<file path="src/hdl/pcm_pkg.sv">
package pcm_pkg;
  // special function register numbers seen by the core
  localparam logic [3:0] SFR_IDX      = 4'h9;  // index / global enable register
  localparam logic [3:0] SFR_DAT      = 4'hA;  // indirect data window
  // per-counter register numbers
  localparam logic [3:0] REG_CFG      = 4'h0;  // configuration
  localparam logic [3:0] REG_VAL_LO   = 4'h1;  // count bits 17:0
  localparam logic [3:0] REG_VAL_HI   = 4'h2;  // count bits 35:18
  // index register fields
  localparam int IDX_REG_LSB  = 0;   // register number 3:0
  localparam int IDX_CTR_LSB  = 4;   // counter number 7:4
  localparam int IDX_BANK_BIT = 8;   // 1 event bank, 0 cycle bank
  localparam int IDX_KEEP_W   = 9;   // stored bits 8:0
  localparam int IDX_GLB_EN0  = 17;  // enable of cycle counter 0, minus 2 per counter
  localparam int IDX_GLB_DIS0 = 16;  // disable of cycle counter 0, minus 2 per counter
  localparam logic [8:0] IDX_RESET = 9'h000;  // index after reset
  // cycle counter configuration fields
  localparam int CC_EN_BIT    = 0;
  localparam int CC_CLR_BIT   = 1;
  localparam int CC_IFLT_BIT  = 2;
  localparam int CC_PS_LSB    = 4;
  localparam int CC_OVF_BIT   = 8;
  localparam int CC_NCYC_LSB  = 9;
  localparam int CC_NEV_LSB   = 12;
  // event counter configuration fields
  localparam int EC_SEL_LSB   = 0;
  localparam int EC_TSEL_LSB  = 4;
  localparam int EC_TIE_BIT   = 6;
  localparam int EC_EN_BIT    = 7;
  localparam int EC_CLR_BIT   = 8;
  localparam int EC_IFLT_BIT  = 9;
  localparam int EC_EDGE_BIT  = 10;
  localparam int EC_OVF_BIT   = 11;
  localparam int EC_PS_LSB    = 12;
  // event select codes
  localparam int EV_STALL        = 0;
  localparam int EV_DATA_STORE   = 4;
  localparam int EV_DATA_LOAD    = 5;
  localparam int EV_IRQ_RAISED   = 6;
  localparam int EV_NOP_DONE     = 7;
  localparam int EV_EXTERNAL1    = 8;
  localparam int EV_EXTERNAL0    = 9;
  localparam int EV_TIMER0_WRAP  = 10;  // codes 10..13 follow timers 0..3
  // limits of the block
  localparam int MAX_CYC = 4;
  localparam int MAX_EV  = 16;
  localparam int CNT_W   = 36;
  localparam int HALF_W  = 18;
  localparam logic [35:0] MAX_18 = 36'h00003FFFF;  // top value of a short counter
  localparam logic [35:0] MAX_36 = 36'hFFFFFFFFF;  // top value of a long counter
endpackage

</file>
<file path="src/hdl/pcm_perf_counters.sv">
`timescale 1ns/1ps
// Overview of operation
// registers reached only through index and data
// index holds register, counter, bank select
// index bits 17..10 enable/disable cycle counters
// each counter: config, low value, high value
// cycle counter counts only while enabled
// cycle config bit 1 clears counter
// cycle interrupt filter stops counting in handlers
// four-bit prescaler divides by two power n
// cycle overflow flag, write 1 clears
// cycle config reports counter quantities
// event select bits 0-3, enable bit 7
// event config bit 8 clears counter
// event interrupt filter suppresses counting
// edge detect counts event start once
// event overflow flag, write 1 clears
// tied event counter follows cycle counter
// cycle filter also filters tied event counters
// event codes for core event sources
// codes 10-13 count cycle counter wraps
// counter widths 18 or 36 at build
// counter quantities and presence are parameters
// wrap to zero sets overflow; short high reads 0
// unused bits read zero, writes ignored
module pcm_perf_counters import pcm_pkg::*; #(
  parameter int pcm_present       = 0,   // block built at all
  parameter int num_cycle_timers  = 2,   // 1..4
  parameter int num_event_tallies = 2,   // 1..16
  parameter int cycle_timer_width = 36,  // 18 or 36
  parameter int event_tally_width = 36   // 18 or 36
) (
  input  wire logic        clk_sys,            // core clock
  input  wire logic        nrst,               // async reset, low
  input  wire logic [3:0]  sfr_num,            // special register number
  input  wire logic        sfr_we,             // write strobe, one cycle
  input  wire logic [17:0] sfr_wdata,          // write data
  input  wire logic        irq_busy,           // core is in an interrupt handler
  input  wire logic        ev_stall,           // pipeline stall
  input  wire logic        ev_data_store,      // data write
  input  wire logic        ev_data_load,       // data read
  input  wire logic        ev_irq_raised,      // interrupt generated
  input  wire logic        ev_nop_done,        // nop executed
  input  wire logic        ev_external_line1,  // pin, asynchronous
  input  wire logic        ev_external_line0,  // pin, asynchronous
  output logic [17:0]      sfr_rdata           // read data, zero when not addressed
);
  // build-time selections
  localparam logic [35:0] CYC_MAX = (cycle_timer_width == HALF_W) ? MAX_18 : MAX_36;
  localparam logic [35:0] EV_MAX  = (event_tally_width == HALF_W) ? MAX_18 : MAX_36;
  localparam bit          CYC_LONG = (cycle_timer_width != HALF_W);
  localparam bit          EV_LONG  = (event_tally_width != HALF_W);
  localparam logic [2:0]  NCYC_F   = 3'(num_cycle_timers);
  localparam logic [4:0]  NEV_F    = 5'(num_event_tallies);

  logic [8:0]  idx_reg;        // stored part of the index register
  logic [17:0] sfr_rdata_reg;  // read data flop
  logic [3:0]  idx_regnum;     // selected register number
  logic [3:0]  idx_ctr;        // selected counter
  logic        idx_bank;       // 1 event bank
  logic        wr_idx;         // index register written
  logic        wr_dat;         // data window written
  logic        ext1_s;         // synchronised external line 1
  logic        ext0_s;         // synchronised external line 0
  logic [15:0] ev_bus;         // all event sources by code

  // cross-counter wires, sized to the maximum so selects never overrun
  logic [MAX_CYC-1:0] cyc_run;    // cycle counter enabled
  logic [MAX_CYC-1:0] cyc_iflt;   // cycle interrupt filter
  logic [MAX_CYC-1:0] cyc_clr;    // cycle clear pulse
  logic [MAX_CYC-1:0] cyc_wrap;   // cycle wrap pulse
  logic [17:0]        cyc_cfg_rd [MAX_CYC];  // cycle config readback
  logic [35:0]        cyc_val    [MAX_CYC];  // cycle count
  logic [17:0]        ev_cfg_rd  [MAX_EV];   // event config readback
  logic [35:0]        ev_val     [MAX_EV];   // event count

  assign idx_regnum = idx_reg[IDX_REG_LSB +: 4];
  assign idx_ctr    = idx_reg[IDX_CTR_LSB +: 4];
  assign idx_bank   = idx_reg[IDX_BANK_BIT];
  assign wr_idx     = sfr_we & (sfr_num == SFR_IDX);
  assign wr_dat     = sfr_we & (sfr_num == SFR_DAT);
  assign sfr_rdata  = sfr_rdata_reg;

  // external lines come from pins, so they are synchronised first
  pcm_sync2 u_sync_ext1 (
    .clk_sys (clk_sys),
    .nrst    (nrst),
    .d_in    (ev_external_line1),
    .q_out   (ext1_s)
  );

  pcm_sync2 u_sync_ext0 (
    .clk_sys (clk_sys),
    .nrst    (nrst),
    .d_in    (ev_external_line0),
    .q_out   (ext0_s)
  );

  // event sources by select code; unlisted codes never fire
  always_comb begin
    ev_bus                             = 16'h0000;
    ev_bus[EV_STALL]                   = ev_stall;
    ev_bus[EV_DATA_STORE]              = ev_data_store;
    ev_bus[EV_DATA_LOAD]               = ev_data_load;
    ev_bus[EV_IRQ_RAISED]              = ev_irq_raised;
    ev_bus[EV_NOP_DONE]                = ev_nop_done;
    ev_bus[EV_EXTERNAL1]               = ext1_s;
    ev_bus[EV_EXTERNAL0]               = ext0_s;
    ev_bus[EV_TIMER0_WRAP +: MAX_CYC]  = cyc_wrap;
  end

  // index register; only bits 8:0 are storage, bits 17:10 are strobes
  always_ff @(posedge clk_sys or negedge nrst) begin
    if (!nrst) begin
      idx_reg <= IDX_RESET;
    end else if (wr_idx) begin
      idx_reg <= sfr_wdata[IDX_KEEP_W-1:0];
    end
  end

  // cycle counters
  for (genvar c = 0; c < MAX_CYC; c++) begin : g_cyc
    if ((pcm_present != 0) && (c < num_cycle_timers)) begin : g_on
      logic        en_reg;    // counting enabled
      logic        iflt_reg;  // interrupt filter
      logic [3:0]  ps_reg;    // prescaler exponent
      logic        ovf_reg;   // overflow flag
      logic [35:0] cnt_reg;   // count value
      logic        sel;       // this counter is addressed
      logic        cfg_wr;    // config written
      logic        lo_wr;     // low value written
      logic        hi_wr;     // high value written
      logic        run;       // qualified count request
      logic        tick;      // request after prescaling
      logic        wrap;      // top value to zero

      assign sel    = wr_dat & ~idx_bank & (idx_ctr == 4'(c));
      assign cfg_wr = sel & (idx_regnum == REG_CFG);
      assign lo_wr  = sel & (idx_regnum == REG_VAL_LO);
      assign hi_wr  = sel & (idx_regnum == REG_VAL_HI) & CYC_LONG;
      assign run    = en_reg & ~(iflt_reg & irq_busy);
      assign wrap   = tick & (cnt_reg == CYC_MAX);

      pcm_prescaler u_ps (
        .clk_sys  (clk_sys),
        .nrst     (nrst),
        .clear    (cyc_clr[c]),
        .tick_in  (run),
        .shift    (ps_reg),
        .tick_out (tick)
      );

      // enable: config bit, or global strobes written through the index
      always_ff @(posedge clk_sys or negedge nrst) begin
        if (!nrst) begin
          en_reg <= 1'b0;
        end else if (wr_idx && sfr_wdata[IDX_GLB_EN0 - 2*c]) begin
          en_reg <= 1'b1;
        end else if (wr_idx && sfr_wdata[IDX_GLB_DIS0 - 2*c]) begin
          en_reg <= 1'b0;
        end else if (cfg_wr) begin
          en_reg <= sfr_wdata[CC_EN_BIT];
        end
      end

      // remaining config fields
      always_ff @(posedge clk_sys or negedge nrst) begin
        if (!nrst) begin
          iflt_reg <= 1'b0;
          ps_reg   <= 4'h0;
        end else if (cfg_wr) begin
          iflt_reg <= sfr_wdata[CC_IFLT_BIT];
          ps_reg   <= sfr_wdata[CC_PS_LSB +: 4];
        end
      end

      // overflow flag; a wrap in the clearing cycle still sets it
      always_ff @(posedge clk_sys or negedge nrst) begin
        if (!nrst) begin
          ovf_reg <= 1'b0;
        end else begin
          ovf_reg <= (ovf_reg & ~(cfg_wr & sfr_wdata[CC_OVF_BIT])) | wrap;
        end
      end

      // count; software writes beat a tick in the same cycle
      always_ff @(posedge clk_sys or negedge nrst) begin
        if (!nrst) begin
          cnt_reg <= 36'h000000000;
        end else if (cyc_clr[c]) begin
          cnt_reg <= 36'h000000000;
        end else if (lo_wr) begin
          cnt_reg[HALF_W-1:0] <= sfr_wdata;
        end else if (hi_wr) begin
          cnt_reg[CNT_W-1:HALF_W] <= sfr_wdata;
        end else if (tick) begin
          cnt_reg <= wrap ? 36'h000000000 : 36'(cnt_reg + 36'h000000001);
        end
      end

      assign cyc_run[c]  = en_reg;
      assign cyc_iflt[c] = iflt_reg;
      assign cyc_clr[c]  = cfg_wr & sfr_wdata[CC_CLR_BIT];
      assign cyc_wrap[c] = wrap;
      assign cyc_val[c]  = cnt_reg;
      // clear bit and bits 3, 17 read as zero
      assign cyc_cfg_rd[c] = {1'b0, NEV_F, NCYC_F, ovf_reg, ps_reg, 1'b0,
                              iflt_reg, 1'b0, en_reg};
    end else begin : g_off
      assign cyc_run[c]    = 1'b0;
      assign cyc_iflt[c]   = 1'b0;
      assign cyc_clr[c]    = 1'b0;
      assign cyc_wrap[c]   = 1'b0;
      assign cyc_val[c]    = 36'h000000000;
      assign cyc_cfg_rd[c] = 18'h00000;
    end
  end

  // event counters
  for (genvar e = 0; e < MAX_EV; e++) begin : g_ev
    if ((pcm_present != 0) && (e < num_event_tallies)) begin : g_on
      logic [3:0]  src_reg;   // event select
      logic [1:0]  tsel_reg;  // tied cycle counter
      logic        tie_reg;   // tied mode
      logic        en_reg;    // own enable
      logic        iflt_reg;  // own interrupt filter
      logic        edge_reg;  // edge detect mode
      logic        ovf_reg;   // overflow flag
      logic [3:0]  ps_reg;    // prescaler exponent
      logic        prev_reg;  // selected event last cycle
      logic [35:0] cnt_reg;   // count value
      logic        sel;       // this counter addressed
      logic        cfg_wr;    // config written
      logic        lo_wr;     // low value written
      logic        hi_wr;     // high value written
      logic        clr;       // own or tied clear
      logic        live;      // effective enable
      logic        filt;      // effective interrupt filter
      logic        raw;       // selected event now
      logic        hit;       // event after edge detection
      logic        run;       // qualified count request
      logic        tick;      // request after prescaling
      logic        wrap;      // top value to zero

      assign sel    = wr_dat & idx_bank & (idx_ctr == 4'(e));
      assign cfg_wr = sel & (idx_regnum == REG_CFG);
      assign lo_wr  = sel & (idx_regnum == REG_VAL_LO);
      assign hi_wr  = sel & (idx_regnum == REG_VAL_HI) & EV_LONG;
      // tied counters take enable and clear from their cycle counter
      assign live   = tie_reg ? cyc_run[tsel_reg] : en_reg;
      assign clr    = (cfg_wr & sfr_wdata[EC_CLR_BIT]) |
                      (tie_reg & cyc_clr[tsel_reg]);
      assign filt   = iflt_reg | (tie_reg & cyc_iflt[tsel_reg]);
      assign raw    = ev_bus[src_reg];
      assign hit    = edge_reg ? (raw & ~prev_reg) : raw;
      assign run    = live & hit & ~(filt & irq_busy);
      assign wrap   = tick & (cnt_reg == EV_MAX);

      pcm_prescaler u_ps (
        .clk_sys  (clk_sys),
        .nrst     (nrst),
        .clear    (clr),
        .tick_in  (run),
        .shift    (ps_reg),
        .tick_out (tick)
      );

      // config fields
      always_ff @(posedge clk_sys or negedge nrst) begin
        if (!nrst) begin
          src_reg  <= 4'h0;
          tsel_reg <= 2'h0;
          tie_reg  <= 1'b0;
          en_reg   <= 1'b0;
          iflt_reg <= 1'b0;
          edge_reg <= 1'b0;
          ps_reg   <= 4'h0;
        end else if (cfg_wr) begin
          src_reg  <= sfr_wdata[EC_SEL_LSB +: 4];
          tsel_reg <= sfr_wdata[EC_TSEL_LSB +: 2];
          tie_reg  <= sfr_wdata[EC_TIE_BIT];
          en_reg   <= sfr_wdata[EC_EN_BIT];
          iflt_reg <= sfr_wdata[EC_IFLT_BIT];
          edge_reg <= sfr_wdata[EC_EDGE_BIT];
          ps_reg   <= sfr_wdata[EC_PS_LSB +: 4];
        end
      end

      // edge history follows the selected source every cycle
      always_ff @(posedge clk_sys or negedge nrst) begin
        if (!nrst) begin
          prev_reg <= 1'b0;
        end else begin
          prev_reg <= raw;
        end
      end

      // overflow flag; set wins over the clear
      always_ff @(posedge clk_sys or negedge nrst) begin
        if (!nrst) begin
          ovf_reg <= 1'b0;
        end else begin
          ovf_reg <= (ovf_reg & ~(cfg_wr & sfr_wdata[EC_OVF_BIT])) | wrap;
        end
      end

      // count value
      always_ff @(posedge clk_sys or negedge nrst) begin
        if (!nrst) begin
          cnt_reg <= 36'h000000000;
        end else if (clr) begin
          cnt_reg <= 36'h000000000;
        end else if (lo_wr) begin
          cnt_reg[HALF_W-1:0] <= sfr_wdata;
        end else if (hi_wr) begin
          cnt_reg[CNT_W-1:HALF_W] <= sfr_wdata;
        end else if (tick) begin
          cnt_reg <= wrap ? 36'h000000000 : 36'(cnt_reg + 36'h000000001);
        end
      end

      assign ev_val[e]    = cnt_reg;
      // clear bit and bits 16, 17 read as zero
      assign ev_cfg_rd[e] = {2'b00, ps_reg, ovf_reg, edge_reg, iflt_reg, 1'b0,
                             en_reg, tie_reg, tsel_reg, src_reg};
    end else begin : g_off
      assign ev_val[e]    = 36'h000000000;
      assign ev_cfg_rd[e] = 18'h00000;
    end
  end

  // read data, registered; zero when neither register is addressed
  always_ff @(posedge clk_sys or negedge nrst) begin
    if (!nrst) begin
      sfr_rdata_reg <= 18'h00000;
    end else if (sfr_num == SFR_IDX) begin
      sfr_rdata_reg <= {9'h000, idx_reg};
    end else if (sfr_num == SFR_DAT) begin
      unique case (idx_regnum)
        REG_CFG: begin
          sfr_rdata_reg <= idx_bank ? ev_cfg_rd[idx_ctr] : cyc_cfg_rd[idx_ctr[1:0]] &
                           {18{idx_ctr < 4'(MAX_CYC)}};
        end
        REG_VAL_LO: begin
          sfr_rdata_reg <= idx_bank ? ev_val[idx_ctr][HALF_W-1:0] :
                           cyc_val[idx_ctr[1:0]][HALF_W-1:0] & {18{idx_ctr < 4'(MAX_CYC)}};
        end
        REG_VAL_HI: begin
          // a short counter's high word is zero by construction
          sfr_rdata_reg <= idx_bank ? ev_val[idx_ctr][CNT_W-1:HALF_W] :
                           cyc_val[idx_ctr[1:0]][CNT_W-1:HALF_W] & {18{idx_ctr < 4'(MAX_CYC)}};
        end
        default: begin
          sfr_rdata_reg <= 18'h00000;
        end
      endcase
    end else begin
      sfr_rdata_reg <= 18'h00000;
    end
  end
endmodule

</file>
<file path="src/hdl/pcm_prescaler.sv">
`timescale 1ns/1ps
module pcm_prescaler import pcm_pkg::*; (
  input  wire logic       clk_sys,   // core clock
  input  wire logic       nrst,      // async reset, low
  input  wire logic       clear,     // restart the division
  input  wire logic       tick_in,   // qualified count request
  input  wire logic [3:0] shift,     // divide by two to this power
  output logic            tick_out   // request passed to the counter
);
  logic [14:0] div_reg;  // ticks seen since last pass
  logic [15:0] span;     // 2^shift, 16 bits so 32768 fits
  logic [14:0] limit;    // last count before a pass

  assign span     = 16'h0001 << shift;
  assign limit    = 15'(span - 16'h0001);
  assign tick_out = tick_in & (div_reg == limit);

  // divider; a shift of 0 gives limit 0 so every tick passes
  always_ff @(posedge clk_sys or negedge nrst) begin
    if (!nrst) begin
      div_reg <= 15'h0000;
    end else if (clear) begin
      div_reg <= 15'h0000;
    end else if (tick_in) begin
      div_reg <= tick_out ? 15'h0000 : 15'(div_reg + 15'h0001);
    end
  end
endmodule

</file>
<file path="src/hdl/pcm_sync2.sv">
`timescale 1ns/1ps
module pcm_sync2 import pcm_pkg::*; (
  input  wire logic clk_sys,  // core clock
  input  wire logic nrst,     // async reset, low
  input  wire logic d_in,     // level from outside the domain
  output logic      q_out     // synchronised level
);
  logic meta_reg;  // first stage, read only by the second
  logic sync_reg;  // second stage

  // two flops before any logic sees the pin
  always_ff @(posedge clk_sys or negedge nrst) begin
    if (!nrst) begin
      meta_reg <= 1'b0;
      sync_reg <= 1'b0;
    end else begin
      meta_reg <= d_in;
      sync_reg <= meta_reg;
    end
  end

  assign q_out = sync_reg;
endmodule

</file>
<file path="config.mk">
export PLATFORM = sky130hd
export DESIGN_NAME = pcm_perf_counters
export DESIGN_NICKNAME = d
export VERILOG_FILES = /design/src/hdl/pcm_pkg.sv /design/src/hdl/pcm_perf_counters.sv /design/src/hdl/pcm_prescaler.sv /design/src/hdl/pcm_sync2.sv
export SDC_FILE = /design/constraint.sdc
export NUM_CORES = 1
export LEC_CHECK = 0
export ABC_CLOCK_PERIOD_IN_PS = 1000
export BUFFER_PORTS_ARGS = -buffer_cell sky130_fd_sc_hd__buf_2
export CAP_MARGIN = 20
export CORE_ASPECT_RATIO = 1.4
export CORE_MARGIN = 3
export CORE_UTILIZATION = 40
export CTS_CLUSTER_SIZE = 28
export DETAILED_ROUTE_END_ITERATION = 7
export PLACE_DENSITY_LB_ADDON = 0.3
export SLEW_MARGIN = 30
export SYNTH_ARGS = -nofsm -noshare
export SYNTH_HDL_FRONTEND = slang
export SYNTH_SLANG_ARGS = --single-unit
</file>
<file path="constraint.sdc">
create_clock -name clk_sys -period 1 [get_ports clk_sys]
set_input_delay 0 -clock clk_sys [delete_from_list [all_inputs] [get_ports clk_sys]]
set_output_delay 0 -clock clk_sys [all_outputs]
set_load 0.01 [all_outputs]
</file>
==> results_dict.tcl, run 1 <==
set metrics [dict create \
    drt_iter0_drc 3 \
    cts.path.max_buffers 2 \
    grt_pass1_wl_mm 1.88 \
    dp_cells 93 \
    cts_buffers 3 \
    startpoint "sfr_rdata[1]" \
    arrival_ns 0.78 \
    use_met2 0.182 \
    core_mm2 0.00178 \
    n_antenna_cell 0 \
    drc_errors 0 \
    area_growth_pct 32.0 \
    gp_congestion 0.612 \
    dieArea_mm2 0.00247 \
    multi_input_area_um2 273 \
    top_usage_layer "met2" \
    fin_crit_sh 0.781 \
    cts_tree "built" \
    final_cell_count_no_fill 106 \
    synthTopCellsByArea "dfrtp_1 (59%), mux2_4 (18%), buf_4 (9.9%)" \
    cpMaxStageDelayCell "dfrtp_1" \
    die_x_um 42.9 \
    met1_usage 0.111 \
    cts.clk_slew.worst_paths_ns 0.09 \
    seqCellArea_um2 450 \
    r2r-start "idx_reg[5]" \
    hold_path_class "primary input to flip-flop" \
    drive_gt1_frac 0.570 \
    rsz0062_at_grt "no" \
    r2r_cells 1 \
    synth_area_leader_cell "dfrtp_1" \
    hold_depth 3 \
    ys_seq_elements 18 \
    synth.cell_area_um2 762 \
    outcome "completed" \
    via_count 446 \
    worstPathRequired_ns 1.00 \
    fp-row-count 18 \
    finalNetCount 121 \
    fin_crit_ns 0.781 \
    yosysWarnings 0 \
    min-delay-start "sfr_we" \
    routed_wl_mm 1.22 \
    fillCellCount 139 \
    cp.buffers_inverters 1 \
    clk-insertion-delay-late_ns 0.28 \
    cp.depth 1 \
    ys_seq_area_frac 0.591 \
    crit_fanout 1 \
    worstSetupEndpointType "output pin" \
    ios 51 \
    synth.distinct_cells 7 \
    maxCapViolCount 0 \
    htreeDepth 1 \
    stdcell_area_mm2 0.00101 \
    ant_nets 0 \
    hold_buffers 10 \
    grt_max_degree 19 \
    grt_usage 0.106 \
    timing_hold_violations_final 0 \
    viasPerCell 4.21 \
    placed_cell_area_um2 883 \
    syn_area_per_cell_um2 15.6 \
    initial_utilization 0.428 \
    hpwl_um 847 \
    critical-path-top-delay-family "flip-flops" \
    cts-root-buf "clkbuf_4" \
    max-vdd-ir-drop_uv 561 \
    wl_per_cell_um 11.5 \
    critPathKind "flip-flop to output pin" \
    clock_sinks 18 \
    p_per_area_mw_per_mm2 1440 \
    synth_top_area_frac 0.591 \
    setup_viol 0 \
    antenna_found_initial 0 \
    io_buffers 24 \
    postLayoutCoreUtil 0.565 \
    slew_viol_final 0 \
    grt_util_met3 0.0124 \
    syn_inst 49 \
    fmax_ghz 1.28 \
    overflow 0 \
    leakagePower_nw 0.565 \
    path_cells "buf_2" \
    critPathLaunchType "flip-flop" \
    skew_ns 0.00223 \
    drtPass1Iterations 2 \
    critPathMaxStageDelay_ns 0.37 \
    grt_pass1_vias 461 \
    fp.dieH_um 57.6 \
    post_cts_buffers 0 \
    ctsResizeCount 0 \
    total_power_mw 1.45 \
]
## layer usage
| layer | part of all wire | wire length, um |
|---|---|---|
| met5 | 0 | 0 |
| met4 | 0.032 | 39 |
| met3 | 0.073 | 89 |
| met2 | 0.52 | 635 |
| met1 | 0.37 | 457 |
## power by group
part           switching, mW  internal (mW)
Clock                  0.193          0.140
Sequential            0.0446          0.820
Combinational         0.0804          0.174
Total                  0.318           1.13
## cells by family (layout without fill, tap and decap cells)
kind of cell,after synthesis,in the layout,share of synthesized area
buffers and inverters,10,39,0.0985
flip-flops,18,18,0.591
multiplexers,9,9,0.177
other,1,9,0.00492
AND/OR/NAND/NOR,11,11,0.128
## area by class of cell
cell class / instances / share of cell area
clock buffer: 3 / 0.0224
multi-input combinational: 29 / 0.271
sequential: 18 / 0.448
tap: 20 / 0.0249
timing repair buffer: 36 / 0.234
## worst paths after layout
path	end	slack, ns
max	sfr_rdata[1]	0.22
min	idx_reg[4]	0.15
max reg2reg	idx_reg[5]	0.24
min reg2reg	sfr_rdata[7]	0.51
max in group asynchronous	sfr_rdata[2]	0.57
min in group asynchronous	sfr_rdata[5]	0.16
## per-stage QoR
step | TNS (ns) | hold WS, ns | setup slack [ns]
CTS | 0 | 0.137 | 0.202
global placement | -0.544 | -0.0596 | -0.0610
detailed placement | -0.724 | -0.0536 | -0.0827
finish | 0 | 0.147 | 0.219
global route | 0 | 0.137 | 0.163
floorplan | 0 | -0.296 | 0.0474
## cells in the mapped netlist
cell	count
dfrtp_1	18
buf_4	10
and2_2	9
mux2_4	9
conb_1	1
nand2_8	1
nor4bb_1	1
## layout by cell type, fill, tap and decap left out, drive strengths merged
| cell type | instances |
|---|---|
| conb | 9 |
| dfrtp | 18 |
| dlygate4sd3 | 10 |
| nor4bb | 1 |
| buf | 26 |
| and2 | 9 |
| nand2 | 1 |
| mux2 | 9 |
| clkbuf | 3 |
No activity file was read; power rests on OpenSTA's default activity.
==> run 2: changes to the inputs <==
--- a/config.mk
+++ b/config.mk
@@ -5,7 +5,7 @@
 export SDC_FILE = /design/constraint.sdc
 export NUM_CORES = 1
 export LEC_CHECK = 0
-export ABC_CLOCK_PERIOD_IN_PS = 1000
+export ABC_CLOCK_PERIOD_IN_PS = 800
 export BUFFER_PORTS_ARGS = -buffer_cell sky130_fd_sc_hd__buf_2
 export CAP_MARGIN = 20
 export CORE_ASPECT_RATIO = 1.4
==> constraint.sdc (replaced) <==
create_clock -name clk_sys -period 0.8 [get_ports clk_sys]
set_input_delay 0 -clock clk_sys [delete_from_list [all_inputs] [get_ports clk_sys]]
set_output_delay 0 -clock clk_sys [all_outputs]
set_load 0.01 [all_outputs]
==> run 2 against run 1 <==
Non-clock buffer count unchanged. Register-to-register slack worse by 0.19 ns. Setup slack worse by 0.21 ns. Clock skew down 0.0017 ns. Cell count up 0.94%. Combinational power up 30%. Die area unchanged. Worst hold slack worse by 0.0076 ns. Sequential power up 24%. Critical path type unchanged. Largest cell class unchanged.
==> results_dict.tcl, run 2 (synthesis results as in run 1) <==
set metrics [dict create \
    outcome "completed" \
    setup_tns_ns 0 \
    dp_cells 93 \
    critPathMaxStageDelay_ns 0.37 \
    post_cts_buffers 0 \
    grt_usage 0.111 \
    final_common_cell "buf_2" \
    cp.buffers_inverters 1 \
    hold_path_class "primary input to flip-flop" \
    fin_crit_ns 0.787 \
    sw_frac_of_total 0.222 \
    viasPerCell 4.20 \
    drive_gt1_frac 0.575 \
    r2r_end "idx_reg[1]" \
    htreeDepth 1 \
    gp_congestion 0.667 \
    clk-insertion-delay-late_ns 0.28 \
    min_to "idx_reg[3]" \
    arrival_ns 0.79 \
    area_growth_pct 36.0 \
    max-vdd-ir-drop_uv 952 \
    seqPwrFrac 0.587 \
    fin_ws_ns 0.0128 \
    worstPathRequired_ns 0.80 \
    r2r-start "idx_reg[1]" \
    cts-root-buf "clkbuf_4" \
    final_cell_count_no_fill 107 \
    wl_per_cell_um 11.3 \
    stdcell_area_mm2 0.00104 \
    cts_tree "built" \
    cts.path.max_buffers 2 \
    cts.clk_slew.worst_paths_ns 0.09 \
    fin_crit_sh 0.984 \
    grt_pass1_wl_mm 1.99 \
    slew_viol_final 0 \
    finalNetCount 122 \
    fp-row-count 18 \
    ios 51 \
    dieArea_mm2 0.00247 \
    path_cells "buf_2" \
    core_mm2 0.00178 \
    crit_fanout 1 \
    cts_buffers 3 \
    detailedPlace.worstSlack_ns -0.273 \
    routed_wl_mm 1.21 \
    placed_cell_area_um2 883 \
    postLayoutCoreUtil 0.582 \
    initial_utilization 0.428 \
    fin_hold_ws_ns 0.139 \
    skew_ns 0.000527 \
    critPathLaunchType "flip-flop" \
    clock_sinks 18 \
    final_cell_mix "buf_2 (23), dfrtp_1 (18), dlygate4sd3_1 (10)" \
    p_per_area_mw_per_mm2 1770 \
    antenna_found_initial 0 \
    critPathKind "flip-flop to output pin" \
    p_int_mw 1.43 \
    critical-path-top-delay-family "flip-flops" \
    cpMaxStageDelayCell "dfrtp_1" \
    rsz0062_at_grt "yes" \
    ant_nets 0 \
    worstSetupEndpointType "output pin" \
    grt_max_degree 19 \
    timing_hold_violations_final 0 \
    drt_iter0_drc 1 \
    hold_depth 3 \
    leakagePower_nw 0.586 \
    drc_errors 0 \
    drtPass1Iterations 4 \
    fp.dieH_um 57.6 \
    rrSetupSlack_ns 0.05 \
    via_count 449 \
    fmax_ghz 1.27 \
    power.switching_uw 407 \
    setup_viol 0 \
    maxCapViolCount 0 \
    fillCellCount 155 \
    combPwrFrac 0.181 \
    io_buffers 24 \
    hpwl_um 824 \
    n_antenna_cell 0 \
    r2r_cells 1 \
    clkPwrFrac 0.233 \
    grt_pass1_vias 453 \
    overflow 0 \
    total_power_mw 1.83 \
    die_x_um 42.9 \
    min-delay-start "sfr_we" \
]
-- run 2: cell count changes in the layout (fill, tap and decap cells not counted) --
cell      previous run  this run
buf_4                2         1
buf_6                0         2
nand2_4              0         1
nor4bb_4             0         1
nor4bb_2             1         0
buf_2               24        23
-- run 2: worst max path at each step --
stage / startpoint / end / slack (ns) / cells past startpoint
3_3_place_gp: sfr_num[2] / idx_reg[1] / -0.26 / 5
6_report: sfr_rdata[4] / sfr_rdata[4] / 0.01 / 1
3_5_place_dp: sfr_num[2] / idx_reg[3] / -0.27 / 5
4_1_cts: sfr_rdata[6] / sfr_rdata[6] / 0.002 / 1
2_1_floorplan: sfr_num[2] / idx_reg[0] / -0.15 / 4
5_1_grt: sfr_rdata[4] / sfr_rdata[4] / -0.03 / 1
-- run 2: worst min-delay path, stage by stage --
cell     delay (ns)
buf_2          0.15
nand2_8        0.10
mux2_4         0.15
-- run 2: what timing repair did --
action	in CTS	in global routing
gates resized for setup	0	3
setup endpoints to repair	0	18
hold buffers	10	0
endpoints found under the hold margin	27	0
-- run 2: area by class of cell --
class	count	area, um2	share of cell area
sequential	18	450	0.435
multi-input combinational	30	293	0.283
timing repair buffer	36	245	0.237
tap	20	25.0	0.0242
clock buffer	3	22.5	0.0217
-- run 2: power groups by stage --
stage | Clock, mW | Combinational (mW) | Sequential [mW]
after global placement | 0 | 0.275 | 1.10
after CTS | 0.444 | 0.320 | 1.08
final | 0.426 | 0.331 | 1.07
after detailed placement | 0 | 0.281 | 1.10
after global routing | 0.482 | 0.360 | 1.09
after floorplan | 0 | 0.226 | 1.09
-- run 2: routing by layer --
layer / track usage / routed length [um] / up-vias
met3: 0.0280 / 72 / 0
met2: 0.165 / 648 / 17
met5: 0 / 0 / -
met1: 0.133 / 488 / 213
li1: - / - / 219
met4: 0.0933 / 0 / 0
